[src/include/nano_dispatch_pkg.sv]
// Summary of operation
// [RULE_01] dispatch loads counter top bits with page
// [RULE_02] dispatch loads counter low bits with opcode
// [RULE_03] dispatch saves low eleven bus bits
// [RULE_04] parameter load clears parameter register top bits
// [RULE_05] parameter load writes saved eleven bits low
// [RULE_06] parameter readable in first step after load
// [RULE_07] 128 opcode entries per page
// [RULE_08] entry without permit bit raises program check
// [RULE_09] about one second idle raises program check
// [RULE_10] nanobranch leaves sequence counter untouched
// [RULE_11] nanobranch outranks every interrupt level
// [RULE_12] hold bit keeps covered fields across gate
// [RULE_13] holds ignored on micro entry or check
// [RULE_14] hold one and hold two field groups
// [RULE_15] avoid hold together with interrupt permits
// [RULE_16] step increments counter, jump loads successor
// [RULE_17] pending level needs its permit bit set
// [RULE_18] counter is the lowest fetch source
// [RULE_19] time-out restarts on dispatch, fires once
package nano_dispatch_pkg;
  // ------------------------------------------------------------
  // timing
  // ------------------------------------------------------------
  localparam int CLK_NS      = 20;
  localparam int TIMEOUT_NS  = 1000000000;
  localparam int TIMEOUT_CYC = TIMEOUT_NS / CLK_NS;

  // ------------------------------------------------------------
  // widths and field positions
  // ------------------------------------------------------------
  localparam int NSC_W      = 10;
  localparam int PAGE_W     = 3;
  localparam int OPC_W      = 7;
  localparam int PARM_W     = 11;
  localparam int CS_W       = 18;
  localparam int FLD_W      = 6;
  localparam int LVL_N      = 30;
  localparam int NANO_LVL_N = 10;
  localparam int LVL_W      = 5;
  localparam int STS_W      = 2;
  localparam int STS_ENTRY  = 0;
  localparam int STS_TMO    = 1;

  // ------------------------------------------------------------
  // register map and reset values
  // ------------------------------------------------------------
  localparam logic [7:0]        ADDR_PAGE  = 8'h00;
  localparam logic [7:0]        ADDR_STS   = 8'h04;
  localparam logic [7:0]        ADDR_MASK  = 8'h08;
  localparam logic [7:0]        ADDR_PARAM = 8'h0c;
  localparam logic [7:0]        ADDR_NSC   = 8'h10;
  localparam logic [PAGE_W-1:0] PAGE_RST   = 3'h0;
  localparam logic [STS_W-1:0]  MASK_RST   = 2'h0;

  typedef enum logic [1:0] {
    SRC_SEQ    = 2'b00,
    SRC_IRQ    = 2'b01,
    SRC_BRANCH = 2'b11
  } fetch_src_t;

  typedef enum logic [1:0] {
    TMO_IDLE = 2'b00,
    TMO_RUN  = 2'b01,
    TMO_DONE = 2'b11
  } tmo_state_t;

  typedef struct packed {
    logic [NSC_W-1:0] succ;
    logic [FLD_W-1:0] alu;
    logic [FLD_W-1:0] shc;
    logic [FLD_W-1:0] sha;
    logic [FLD_W-1:0] ssel;
    logic [FLD_W-1:0] port;
    logic [FLD_W-1:0] bidx;
    logic             entry_permit;
    logic             hold1;
    logic             hold2;
    logic             branch;
    logic             permit_nano;
    logic             permit_micro;
  } kvec_t;

  typedef struct packed {
    logic             valid;
    fetch_src_t       src;
    logic [LVL_W-1:0] level;
    logic [NSC_W-1:0] addr;
  } fetch_t;
endpackage

[src/core/micro_timeout.sv]
`timescale 1ns/100ps
module micro_timeout #(
  parameter int unsigned CYCLES = nano_dispatch_pkg::TIMEOUT_CYC
) (
  input  wire logic clk_i,
  input  wire logic reset_n_i,
  input  wire logic ce_i,
  input  wire logic restart_i,
  output logic      expire_o
);
  typedef struct packed {
    nano_dispatch_pkg::tmo_state_t st;
    logic [31:0]                   cnt;
    logic                          expire;
  } tmo_st_t;

  tmo_st_t st_reg;
  tmo_st_t st_next;

  // ------------------------------------------------------------
  // counter
  // ------------------------------------------------------------
  // idle until the first dispatch: no check before any opcode
  always_comb begin
    st_next        = st_reg;
    // a frozen expiry stays up so the core cannot miss it
    if (ce_i) begin
      st_next.expire = 1'b0;
      if (restart_i) begin
        st_next.st  = nano_dispatch_pkg::TMO_RUN; // RULE_19
        st_next.cnt = 32'h0000_0000;
      end else begin
        case (st_reg.st)
          nano_dispatch_pkg::TMO_RUN: begin
            if (st_reg.cnt == 32'(CYCLES - 1)) begin
              st_next.st     = nano_dispatch_pkg::TMO_DONE; // RULE_09
              st_next.expire = 1'b1;
            end else begin
              st_next.cnt = st_reg.cnt + 32'h0000_0001;
            end
          end
          nano_dispatch_pkg::TMO_DONE: st_next.st = st_reg.st;
          default:                     st_next.st = st_reg.st;
        endcase
      end
    end
  end

  always_ff @(posedge clk_i or negedge reset_n_i) begin
    if (!reset_n_i) begin
      st_reg <= '{nano_dispatch_pkg::TMO_IDLE, 32'h0000_0000, 1'b0};
    end else begin
      st_reg <= st_next;
    end
  end

  assign expire_o = st_reg.expire;

  property p_tmo_once;
    @(posedge clk_i) disable iff (!reset_n_i)
    (ce_i && expire_o) |=> !expire_o;
  endproperty
  a_tmo_once: assert property (p_tmo_once) // RULE_19
    else $error("time-out fired twice in a row");

  property p_tmo_restart;
    @(posedge clk_i) disable iff (!reset_n_i)
    (ce_i && restart_i) |=> (st_reg.cnt == 32'h0000_0000) && !expire_o;
  endproperty
  a_tmo_restart: assert property (p_tmo_restart) // RULE_19
    else $error("dispatch did not restart time-out");
endmodule

[src/core/micro_opcode_dispatch_sequencer.sv]
`timescale 1ns/100ps
module micro_opcode_dispatch_sequencer #(
  parameter int unsigned TIMEOUT_CYCLES = nano_dispatch_pkg::TIMEOUT_CYC
) (
  input  wire logic                                   CLK_I,
  input  wire logic                                   RESET_N_I,
  input  wire logic                                   CE_I,
  input  wire logic                                   DISPATCH_I,
  input  wire logic                                   JUMP_I,
  input  wire logic                                   SEQ_I,
  input  wire logic                                   LOAD_PARAM_I,
  input  wire logic                                   GATE_I,
  input  wire logic                                   FETCH_I,
  input  wire logic [nano_dispatch_pkg::CS_W-1:0]     CS_OUT_I,
  input  wire nano_dispatch_pkg::kvec_t               NW_I,
  input  wire logic [nano_dispatch_pkg::LVL_N-1:0]    IRQ_PEND_I,
  input  wire logic [7:0]                             PADDR_I,
  input  wire logic                                   PSEL_I,
  input  wire logic                                   PENABLE_I,
  input  wire logic                                   PWRITE_I,
  input  wire logic [31:0]                            PWDATA_I,
  output nano_dispatch_pkg::kvec_t                    K_O,
  output logic [nano_dispatch_pkg::NSC_W-1:0]         NSC_O,
  output logic [nano_dispatch_pkg::CS_W-1:0]          PARAM_O,
  output nano_dispatch_pkg::fetch_t                   FETCH_O,
  output logic                                        PCHK_O,
  output logic                                        IRQ_O,
  output logic [31:0]                                 PRDATA_O,
  output logic                                        PREADY_O,
  output logic                                        PSLVERR_O
);
  // ------------------------------------------------------------
  // state
  // ------------------------------------------------------------
  typedef struct packed {
    logic [nano_dispatch_pkg::NSC_W-1:0]  nsc;
    logic [nano_dispatch_pkg::PAGE_W-1:0] page;
    logic [nano_dispatch_pkg::PARM_W-1:0] saved;
    logic [nano_dispatch_pkg::CS_W-1:0]   param;
    nano_dispatch_pkg::kvec_t             k;
    logic                                 pchk_entry;
    logic                                 pchk;
    logic [nano_dispatch_pkg::STS_W-1:0]  sts;
    logic [nano_dispatch_pkg::STS_W-1:0]  mask;
    nano_dispatch_pkg::fetch_t            fetch;
    logic                                 armed;
    logic [31:0]                          rdata;
    logic                                 rerr;
  } core_st_t;

  core_st_t st_reg;
  core_st_t st_next;
  logic     tmo_expire;
  logic     pready_c;

  // ------------------------------------------------------------
  // time-out watchdog
  // ------------------------------------------------------------
  micro_timeout #(
    .CYCLES    (TIMEOUT_CYCLES)
  ) u_timeout (
    .clk_i     (CLK_I),
    .reset_n_i (RESET_N_I),
    .ce_i      (CE_I),
    .restart_i (DISPATCH_I),
    .expire_o  (tmo_expire)
  );

  // ------------------------------------------------------------
  // apb handshake
  // ------------------------------------------------------------
  // armed guards against read data captured while frozen
  assign pready_c  = PSEL_I & PENABLE_I & CE_I & st_reg.armed;
  assign PREADY_O  = pready_c;
  assign PSLVERR_O = pready_c & st_reg.rerr;

  // ------------------------------------------------------------
  // next state
  // ------------------------------------------------------------
  always_comb begin
    logic                                  keep;
    logic                                  entry_bad;
    logic [nano_dispatch_pkg::LVL_N-1:0]   permit;
    logic [nano_dispatch_pkg::LVL_N-1:0]   act;
    logic [nano_dispatch_pkg::LVL_W-1:0]   lvl;
    logic [nano_dispatch_pkg::STS_W-1:0]   set;
    logic [nano_dispatch_pkg::STS_W-1:0]   clr;
    keep      = 1'b0;
    entry_bad = 1'b0;
    permit    = '0;
    act       = '0;
    lvl       = '0;
    set       = '0;
    clr       = '0;
    st_next   = st_reg;
    if (CE_I) begin
      // pulses decay on enabled cycles only, a freeze keeps them
      st_next.fetch.valid = 1'b0;
      st_next.pchk        = 1'b0;
      // sequence counter; dispatch beats jump, jump beats step
      if (DISPATCH_I) begin
        st_next.nsc[nano_dispatch_pkg::NSC_W-1 -: nano_dispatch_pkg::PAGE_W] =
          st_reg.page; // RULE_01
        st_next.nsc[nano_dispatch_pkg::OPC_W-1:0] =
          CS_OUT_I[nano_dispatch_pkg::CS_W-1 -: nano_dispatch_pkg::OPC_W]; // RULE_02 RULE_07
        st_next.saved = CS_OUT_I[nano_dispatch_pkg::PARM_W-1:0]; // RULE_03
      end else if (JUMP_I) begin
        st_next.nsc = st_reg.k.succ; // RULE_16
      end else if (SEQ_I) begin
        st_next.nsc = st_reg.nsc + 1'b1; // RULE_16
      end

      // parameter register, visible from the next step on
      if (LOAD_PARAM_I) begin
        st_next.param = {7'h00, st_reg.saved}; // RULE_04 RULE_05 RULE_06
      end

      // gating a new nanoword into the control matrix
      if (GATE_I) begin
        keep      = !LOAD_PARAM_I && !st_reg.pchk_entry; // RULE_13
        st_next.k = NW_I;
        if (keep && st_reg.k.hold1) begin
          st_next.k.alu  = st_reg.k.alu; // RULE_12 RULE_14
          st_next.k.shc  = st_reg.k.shc;
          st_next.k.sha  = st_reg.k.sha;
          st_next.k.ssel = st_reg.k.ssel;
        end
        if (keep && st_reg.k.hold2) begin
          st_next.k.port = st_reg.k.port; // RULE_12 RULE_14
          st_next.k.bidx = st_reg.k.bidx;
        end
        st_next.pchk_entry = 1'b0;
        entry_bad = LOAD_PARAM_I && !NW_I.entry_permit; // RULE_08
      end

      // program check; the next gated word is its entry
      if (entry_bad || tmo_expire) begin
        st_next.pchk       = 1'b1; // RULE_08 RULE_09
        st_next.pchk_entry = 1'b1;
      end

      // fetch source selection, counter never touched here
      if (FETCH_I) begin
        permit = {{(nano_dispatch_pkg::LVL_N -
                    nano_dispatch_pkg::NANO_LVL_N){st_reg.k.permit_micro}},
                  {nano_dispatch_pkg::NANO_LVL_N{st_reg.k.permit_nano}}};
        act = IRQ_PEND_I & permit; // RULE_17
        for (int i = nano_dispatch_pkg::LVL_N - 1; i >= 0; i--) begin
          if (act[i]) begin
            lvl = nano_dispatch_pkg::LVL_W'(i);
          end
        end
        st_next.fetch.valid = 1'b1;
        st_next.fetch.level = lvl;
        if (st_reg.k.branch) begin
          st_next.fetch.src  = nano_dispatch_pkg::SRC_BRANCH; // RULE_10 RULE_11
          st_next.fetch.addr = st_reg.k.succ;
        end else if (|act) begin
          st_next.fetch.src  = nano_dispatch_pkg::SRC_IRQ;
          st_next.fetch.addr = st_reg.nsc;
        end else begin
          st_next.fetch.src  = nano_dispatch_pkg::SRC_SEQ; // RULE_18
          st_next.fetch.addr = st_reg.nsc;
        end
      end

      // apb read capture and write decode
      st_next.armed = PSEL_I & ~pready_c;
      if (PSEL_I) begin
        st_next.rerr  = 1'b0;
        st_next.rdata = 32'h0000_0000;
        case (PADDR_I)
          nano_dispatch_pkg::ADDR_PAGE:  st_next.rdata[2:0] = st_reg.page;
          nano_dispatch_pkg::ADDR_STS:   st_next.rdata[1:0] = st_reg.sts;
          nano_dispatch_pkg::ADDR_MASK:  st_next.rdata[1:0] = st_reg.mask;
          nano_dispatch_pkg::ADDR_PARAM: st_next.rdata[17:0] = st_reg.param;
          nano_dispatch_pkg::ADDR_NSC:   st_next.rdata[9:0] = st_reg.nsc;
          default:                       st_next.rerr = 1'b1;
        endcase
      end
      if (pready_c && PWRITE_I) begin
        case (PADDR_I)
          nano_dispatch_pkg::ADDR_PAGE: st_next.page = PWDATA_I[2:0];
          nano_dispatch_pkg::ADDR_STS:  clr = PWDATA_I[1:0];
          nano_dispatch_pkg::ADDR_MASK: st_next.mask = PWDATA_I[1:0];
          default:                      clr = '0;
        endcase
      end

      // sticky status, a new event beats a same-cycle clear
      set[nano_dispatch_pkg::STS_ENTRY] = entry_bad;
      set[nano_dispatch_pkg::STS_TMO]   = tmo_expire;
      st_next.sts = (st_reg.sts & ~clr) | set;
    end
  end

  // ------------------------------------------------------------
  // registers
  // ------------------------------------------------------------
  always_ff @(posedge CLK_I or negedge RESET_N_I) begin
    if (!RESET_N_I) begin
      st_reg      <= '0;
      st_reg.page <= nano_dispatch_pkg::PAGE_RST;
      st_reg.mask <= nano_dispatch_pkg::MASK_RST;
    end else begin
      st_reg <= st_next;
    end
  end

  // ------------------------------------------------------------
  // outputs
  // ------------------------------------------------------------
  assign K_O      = st_reg.k;
  assign NSC_O    = st_reg.nsc;
  assign PARAM_O  = st_reg.param;
  assign FETCH_O  = st_reg.fetch;
  assign PCHK_O   = st_reg.pchk;
  assign IRQ_O    = |(st_reg.sts & st_reg.mask);
  assign PRDATA_O = st_reg.rdata;

  // ------------------------------------------------------------
  // checks
  // ------------------------------------------------------------
  property p_page;
    @(posedge CLK_I) disable iff (!RESET_N_I)
    (CE_I && DISPATCH_I) |=> (NSC_O[9:7] == $past(st_reg.page));
  endproperty
  a_page: assert property (p_page) // RULE_01
    else $error("dispatch page bits wrong");

  property p_opcode;
    @(posedge CLK_I) disable iff (!RESET_N_I)
    (CE_I && DISPATCH_I) |=> (NSC_O[6:0] == $past(CS_OUT_I[17:11]));
  endproperty
  a_opcode: assert property (p_opcode) // RULE_02
    else $error("dispatch opcode bits wrong");

  property p_save;
    @(posedge CLK_I) disable iff (!RESET_N_I)
    (CE_I && DISPATCH_I) |=> (st_reg.saved == $past(CS_OUT_I[10:0]));
  endproperty
  a_save: assert property (p_save) // RULE_03
    else $error("saved parameter not moved");

  property p_param;
    @(posedge CLK_I) disable iff (!RESET_N_I)
    (CE_I && LOAD_PARAM_I) |=>
      (PARAM_O[17:11] == 7'h00) && (PARAM_O[10:0] == $past(st_reg.saved));
  endproperty
  a_param: assert property (p_param) // RULE_05
    else $error("parameter register load wrong");

  property p_entry;
    @(posedge CLK_I) disable iff (!RESET_N_I)
    (CE_I && GATE_I && LOAD_PARAM_I && !NW_I.entry_permit)
      |=> PCHK_O && st_reg.sts[0];
  endproperty
  a_entry: assert property (p_entry) // RULE_08
    else $error("illegal entry not checked");

  property p_branch;
    @(posedge CLK_I) disable iff (!RESET_N_I)
    (CE_I && FETCH_I && st_reg.k.branch && !DISPATCH_I && !JUMP_I && !SEQ_I)
      |=> (FETCH_O.src == nano_dispatch_pkg::SRC_BRANCH) && $stable(NSC_O);
  endproperty
  a_branch: assert property (p_branch) // RULE_10
    else $error("nanobranch lost or counter moved");

  property p_hold;
    @(posedge CLK_I) disable iff (!RESET_N_I)
    (CE_I && GATE_I && st_reg.k.hold1 && !LOAD_PARAM_I && !st_reg.pchk_entry)
      |=> (K_O.alu == $past(K_O.alu)) && (K_O.ssel == $past(K_O.ssel));
  endproperty
  a_hold: assert property (p_hold) // RULE_12
    else $error("held field changed on gate");

  property p_nohold;
    @(posedge CLK_I) disable iff (!RESET_N_I)
    (CE_I && GATE_I && LOAD_PARAM_I) |=> (K_O == $past(NW_I));
  endproperty
  a_nohold: assert property (p_nohold) // RULE_13
    else $error("hold not ignored on micro entry");

  property p_seq;
    @(posedge CLK_I) disable iff (!RESET_N_I)
    (CE_I && SEQ_I && !DISPATCH_I && !JUMP_I)
      |=> (NSC_O == $past(NSC_O) + 10'h001);
  endproperty
  a_seq: assert property (p_seq) // RULE_16
    else $error("sequence step wrong");

  property p_default;
    @(posedge CLK_I) disable iff (!RESET_N_I)
    (CE_I && FETCH_I && !st_reg.k.branch && !st_reg.k.permit_nano &&
     !st_reg.k.permit_micro)
      |=> (FETCH_O.src == nano_dispatch_pkg::SRC_SEQ) &&
          (FETCH_O.addr == $past(NSC_O));
  endproperty
  a_default: assert property (p_default) // RULE_17
    else $error("unpermitted interrupt took fetch");

  property p_jump;
    @(posedge CLK_I) disable iff (!RESET_N_I)
    (CE_I && JUMP_I && !DISPATCH_I) |=> (NSC_O == $past(K_O.succ));
  endproperty
  a_jump: assert property (p_jump) // RULE_16
    else $error("jump lost");

  property p_chk_entry;
    @(posedge CLK_I) disable iff (!RESET_N_I)
    (CE_I && GATE_I && st_reg.pchk_entry) |=> (K_O == $past(NW_I));
  endproperty
  a_chk_entry: assert property (p_chk_entry) // RULE_13
    else $error("hold kept on check entry");

  property p_irq_take;
    @(posedge CLK_I) disable iff (!RESET_N_I)
    (CE_I && FETCH_I && !st_reg.k.branch && st_reg.k.permit_nano &&
     (|IRQ_PEND_I[9:0])) |=> (FETCH_O.src == nano_dispatch_pkg::SRC_IRQ);
  endproperty
  a_irq_take: assert property (p_irq_take) // RULE_17
    else $error("permitted level not taken");

  property p_seq_src;
    @(posedge CLK_I) disable iff (!RESET_N_I)
    (CE_I && FETCH_I && !st_reg.k.branch && (IRQ_PEND_I == '0)) |=>
      (FETCH_O.src == nano_dispatch_pkg::SRC_SEQ) && (FETCH_O.addr == $past(NSC_O));
  endproperty
  a_seq_src: assert property (p_seq_src) // RULE_18
    else $error("counter not used as fetch source");

  property p_brprio;
    @(posedge CLK_I) disable iff (!RESET_N_I)
    (CE_I && FETCH_I && st_reg.k.branch) |=>
      (FETCH_O.src == nano_dispatch_pkg::SRC_BRANCH) &&
      (FETCH_O.addr == $past(K_O.succ));
  endproperty
  a_brprio: assert property (p_brprio) // RULE_11
    else $error("nanobranch lost priority");

  property p_tmo_chk;
    @(posedge CLK_I) disable iff (!RESET_N_I)
    (CE_I && tmo_expire) |=> PCHK_O && st_reg.sts[1];
  endproperty
  a_tmo_chk: assert property (p_tmo_chk) // RULE_09
    else $error("time-out not checked");
endmodule

[config.mk]
export PLATFORM = sky130hd
export DESIGN_NAME = micro_opcode_dispatch_sequencer
export DESIGN_NICKNAME = d
export VERILOG_FILES = /design/src/include/nano_dispatch_pkg.sv /design/src/core/micro_timeout.sv /design/src/core/micro_opcode_dispatch_sequencer.sv
export SDC_FILE = /design/constraint.sdc
export NUM_CORES = 1
export LEC_CHECK = 0
export BUFFER_PORTS_ARGS = -buffer_cell sky130_fd_sc_hd__buf_4
export CORE_MARGIN = 1.5
export CORE_UTILIZATION = 52
export CTS_CLUSTER_SIZE = 40
export DETAILED_ROUTE_END_ITERATION = 7
export HOLD_SLACK_MARGIN = 0.1
export PLACE_DENSITY = 0.78
export SLEW_MARGIN = 30
export SYNTH_ARGS = -nofsm -noshare
export SYNTH_HDL_FRONTEND = slang
export SYNTH_HIERARCHICAL = 1
export SYNTH_SLANG_ARGS = --single-unit
[constraint.sdc]
create_clock -name CLK_I -period 2.25 [get_ports CLK_I]
set_input_delay 0.45 -clock CLK_I [delete_from_list [all_inputs] [get_ports CLK_I]]
set_output_delay 0.45 -clock CLK_I [all_outputs]
set_load 0.05 [all_outputs]
After elaboration in Yosys (flattened, before gate mapping)
Cells that the tools add are included.
{ "totals": {"latch_bits": 0, "romBits": 0, "in_bits": 152, "elab_cells": 139, "ramBits": 0, "reg_bits": 166, "n_memories": 0, "output_inout_bits": 134} }
{ "op_classes": {"shift": 0, "bitwise_logic": 13, "n_div": 0, "n_mul": 0, "n_reduce_logical": 30, "n_eq_ne": 7, "n_addsub": 2, "order_cmp": 0, "n_mux": 56} }
{ "op_table": {"columns": ["op", "count"], "rows": [
  ["$mux W5", 30],
  ["$mux W10", 4],
  ["$mux W34", 1],
  ["$mux W33", 1],
  ["$add A32 B1 Y32 const B", 1],
  ["$eq A32 B26 Y1 const B", 1],
  ["$mux W32", 1],
  ["$and A30 B30 Y30", 1],
  ["$reduce_or A30 Y1", 1],
  ["$mux W18", 1],
  ["$reduce_and A3 Y1", 6],
  ["$eq A8 B4 Y1 const B", 2],
  ["$mux W2", 7],
  ["$pmux W7 S2", 1],
  ["$reduce_and A2 Y1", 7],
  ["$add A10 B1 Y10 const B", 1],
  ["$pmux W2 S5", 1],
  ["$eq A8 B3 Y1 const B", 1],
  ["$eq A8 B5 Y1 const B", 1],
  ["$logic_not A8 Y1", 1],
  ["$mux W1", 8],
  ["$reduce_bool A2 Y1", 3],
  ["$and A1 B1 Y1", 5],
  ["$logic_and A1 B1 Y1", 5],
  ["other kinds (12)", 17]
]} }

Depth between registers and ports, before layout
{ "logic_depth": {"word_depth": 32, "ltp_mapped": 7, "ltp_nobuf": 6} }

Hierarchy
Netlist, hierarchy kept.
{ "by_module_without_submodules": {"columns": ["mod", "cells_each", "n_inst", "area_per_inst_um2", "seq_area_each_um2"], "rows": [
  ["micro_opcode_dispatch_sequencer", 614, 1, 6717.7, 3103.0],
  ["micro_timeout", 244, 1, 2260.9, 875.8]
]} }

Worst setup path before layout
No wires, ideal clock.
{ "synth_timing": {"path_type": "in2out", "start": "input CE_I", "end": "output PSLVERR_O", "arrival_time_ns": 1.979, "path_buffers": 1, "path_stages": 4, "setup_slack_ns": -0.179, "required_ns": 1.800, "cell_sequence": "clkbuf_8 nand2_1 nor2_1 and2_1"} }
{ "synth_via": {"elab_chain_cells": 3} }
{ "synth_rtl": {"columns": ["element", "line_no", "rtl"], "rows": [
  ["from (decl)", "micro_opcode_dispatch_sequencer.sv:7", "input wire logic CE_I,"],
  ["$and A1 B1 Y1 (2 in a row)", "micro_opcode_dispatch_sequencer.sv:73", "assign pready_c = PSEL_I & PENABLE_I & CE_I & st_reg.armed;"],
  ["named net PREADY_O", "micro_opcode_dispatch_sequencer.sv:29", "output logic PREADY_O,"],
  ["$and A1 B1 Y1", "micro_opcode_dispatch_sequencer.sv:75", "assign PSLVERR_O = pready_c & st_reg.rerr;"],
  ["to (decl)", "micro_opcode_dispatch_sequencer.sv:30", "output logic PSLVERR_O"]
]} }
The timed path passes the listed nets, and every way through them passes these cells.

Worst setup path after layout
{ "layout_timing": {"start": "register u_timeout/st_reg[4] in the netlist's numbering", "end": "register u_timeout/st_reg[28] in the netlist's numbering"} }
{ "layout_via": {"elab_chain_cells": 4} }
{ "layout_rtl": {"columns": ["element", "line_no", "rtl"], "rows": [
  ["from (decl)", "micro_timeout.sv:17", "tmo_st_t st_reg;"],
  ["from (signal assigned)", "micro_timeout.sv:51", "st_reg <= '{nano_dispatch_pkg::TMO_IDLE, 32'h0000_0000, 1'b0};"],
  ["from (signal assigned)", "micro_timeout.sv:53", "st_reg <= st_next;"],
  ["$add A32 B1 Y32", "micro_timeout.sv:39", "st_next.cnt = st_reg.cnt + 32'h0000_0001;"],
  ["$mux W32", "micro_timeout.sv:35", "if (st_reg.cnt == 32'(CYCLES - 1)) begin"],
  ["$mux W33", "micro_timeout.sv:33", "case (st_reg.st)"],
  ["$mux W34", "micro_timeout.sv:29", "if (restart_i) begin"]
]} }
Parallel ways exist; a longest one is shown, timed or not. The select of a mux whose other input is x is not followed.
A chain may end at the register's enable or synchronous reset.

==> qor.txt <==
initial drt markers: 440
Synth top area share: 0.443
DRC: 0
Post-Syn Instances: 858
fin nets: 1152
initial antenna violation count: 0
I/O pin cnt: 286
max incr delay on CP: 0.56 ns
clock slew seen by the registers of the worst setup and hold paths: 0.07 ns
largest net degree at the start of global routing: 50
Async S/R FF share, synth: 1.00
port bufs: 228
Post-CTS Setup Inserts: 0
H-tree depth: 4
max reg flops: 52
CP Max Fanout: 7
Pre-antenna DRT Iters: 6
slowest CP cell: nor4_4
status: finished clean
EDFF count, synth: 0
synthesized area: 0.00898 mm2
post-DP HPWL: 16.0 mm
Worst Clk Skew: 0.0140 ns
Setup CP Type: flip-flop to flip-flop
startpoint types: flip-flop
final hold vios: 0
crit-path cells: nand4_4, nor4_4, nand4_1, or4_1, o221ai_1
number of max-cap violations: 0
Die X: 134 um
# clock sinks: 159
worst-margin pin slew: 0.557 ns
Yosys top cell by area: dfrtp_1
Vias: 6903
fmax: 469 MHz
count of state elements after synthesis: 159
CTS root buffer: clkbuf_16
die area: 0.0181 mm2
sequential fraction of the synthesis area: 0.443
ant diodes: 0
largest cells by area after synthesis: dfrtp_1, buf_4, mux2_2
Fin Hold WS: 0.248 ns
Antenna Violating Nets Remaining: 0
total gr overflow: 0
Via density: 5.61
routability cong.: 0.911
Post-Route WL: 21.6 mm
period utilization: 0.947
Slew HR: 0.624
area of the core: 0.0167 mm2
CTS buffer count: 17
CTS tree: yes
Syn Area/Cell: 10.5 um2
CP bufs+invs: 0
clk_lat worst skew: 0.43 ns
Die Y: 134 um
power density over cell area: 862 mW/mm2
Most used DFF post-synth: dfrtp_1
arrival time at the worst endpoint: 2.46 ns
Hold WC Path Type: primary input to flip-flop
Tot Pwr: 9290 uW
Layout area overhead: 20.0%
RSZ-0062 raised after global routing: false
crit-path leading delay family: simple AND/OR/NAND/NOR gates
global router's overall resource usage: 0.240
row count: 47
layout cells sized above 1: 0.397
synth warn: 6
initial core utilization: 0.538
Slew Limit Fails: 0
DR WL/cell: 17.5 um
maximum buffer depth of the clock tree: 2
Leak: 0.00513 uW
Period minus WS final: 2.13 ns
Worst VDD drop: 0.000517 V
Crit. End Element: flip-flop
setup tns final: 0 ns
final setup vio count: 0
number of global-route vias before repair: 6615
first-pass GRT wire length: 34.3 mm
Synth cell types: 78
CP Data Required Time: 2.58 ns
routing by layer:
metal / track usage / vias to the layer above / part of all wire
li1: - / 3226 / -
met1: 0.321 / 3366 / 0.43
met2: 0.394 / 280 / 0.48
met3: 0.0461 / 31 / 0.074
met4: 0.0759 / 0 / 0.017
met5: 0 / - / 0
synth_stat cells, drive strengths merged (2+ instances only):
master,n
and2,6
nand4,19
a211oi,3
buf,137
o41ai,7
a222oi,7
and3,15
a21oi,21
o311ai,2
nor4b,2
mux4,2
xor2,7
nand2,63
o211ai,7
o31ai,5
a221o,4
or4,11
a31oi,4
o21ai,45
xnor2,12
ha,2
and4,7
nor3,13
mux2,81
nand3,26
o2bb2ai,2
inv,23
o311a,2
a22o,13
nand2b,3
or2,2
a211o,5
nor4,14
clkbuf,31
dfrtp,159
nor2,32
a22oi,2
nor2b,12
o221ai,2
mux2i,22
and3b,2
o22ai,4
path summary, 6_finish.rpt:
kind / from / to / depth (start not counted) / slack (ns)
setup / recovery: u_timeout/st_reg[4]$_DFFE_PN0P_ / u_timeout/st_reg[28]$_DFFE_PN0P_ / 5 / 0.12
hold reg to reg: PRDATA_O[2]$_DFFE_PN0P_ / PRDATA_O[2]$_DFFE_PN0P_ / 2 / 0.50
min in group asynchronous: RESET_N_I / st_reg[134]$_DFFE_PN0P_ / 2 / 0.53
setup reg to reg: u_timeout/st_reg[4]$_DFFE_PN0P_ / u_timeout/st_reg[28]$_DFFE_PN0P_ / 5 / 0.12
max in group asynchronous: RESET_N_I / FETCH_O[14]$_DFFE_PN0P_ / 3 / 1.06
hold / removal: PADDR_I[6] / PRDATA_O[2]$_DFFE_PN0P_ / 2 / 0.25
timing repair:
item,CTS,global route
hold buffers,1,0
setup endpoints to repair,0,8
gates resized for setup,0,4
hold endpoints to repair,39,0
area by class of cell:
class	instances	area (um2)
fill	1325	5930
sequential	159	3980
multi-input combinational	533	3830
timing repair buffer	263	2010
clock buffer	17	425
tap	220	275
clock inverter	15	165
inverter	24	90.1
per-stage QoR:
stage	utilization	instances	setup slack, ns	instance area, um2
3_3_place_gp	0.608	1198	0.0433	10100
3_5_place_dp	0.608	1198	0.0119	10100
5_1_grt	0.645	1231	0.0265	10800
2_1_floorplan	-	885	0.0845	9080
6_report	0.645	1231	0.119	10800
4_1_cts	0.643	1231	0.0826	10700
power breakdown:
part / leakage [uW] / internal [uW] / switching (uW)
clock network: 0.000290 / 1580 / 1310
registers: 0.00198 / 3240 / 366
logic: 0.00286 / 962 / 1830
total: 0.00513 / 5790 / 3500
logic make-up (layout without fill, tap and decap cells):
family / Yosys count / count (layout) / synth area share
adder cells (fa/ha/maj): 2 / 2 / 0.00279
AO/OA/AOI/OAI: 145 / 145 / 0.112
buffers and inverters: 193 / 319 / 0.145
flip-flops: 159 / 159 / 0.443
XOR/XNOR: 19 / 19 / 0.0185
multiplexers: 105 / 105 / 0.131
other: 1 / 28 / 0.000418
AND/OR/NAND/NOR: 234 / 234 / 0.147
layout by cell type, fill, tap and decap left out, types with 15 or more instances in the layout:
master and n:
buf_4 259, and3_1 15, inv_1 22, clkbuf_16 17, nor2_1 31, nand3_1 24, mux2i_1 22, dfrtp_1 159
a21oi_1 20, nand2_1 63, nand4_1 17, o21ai_0 45, conb_1 28, mux2_2 81
No activity file was read; power rests on OpenSTA's default activity.
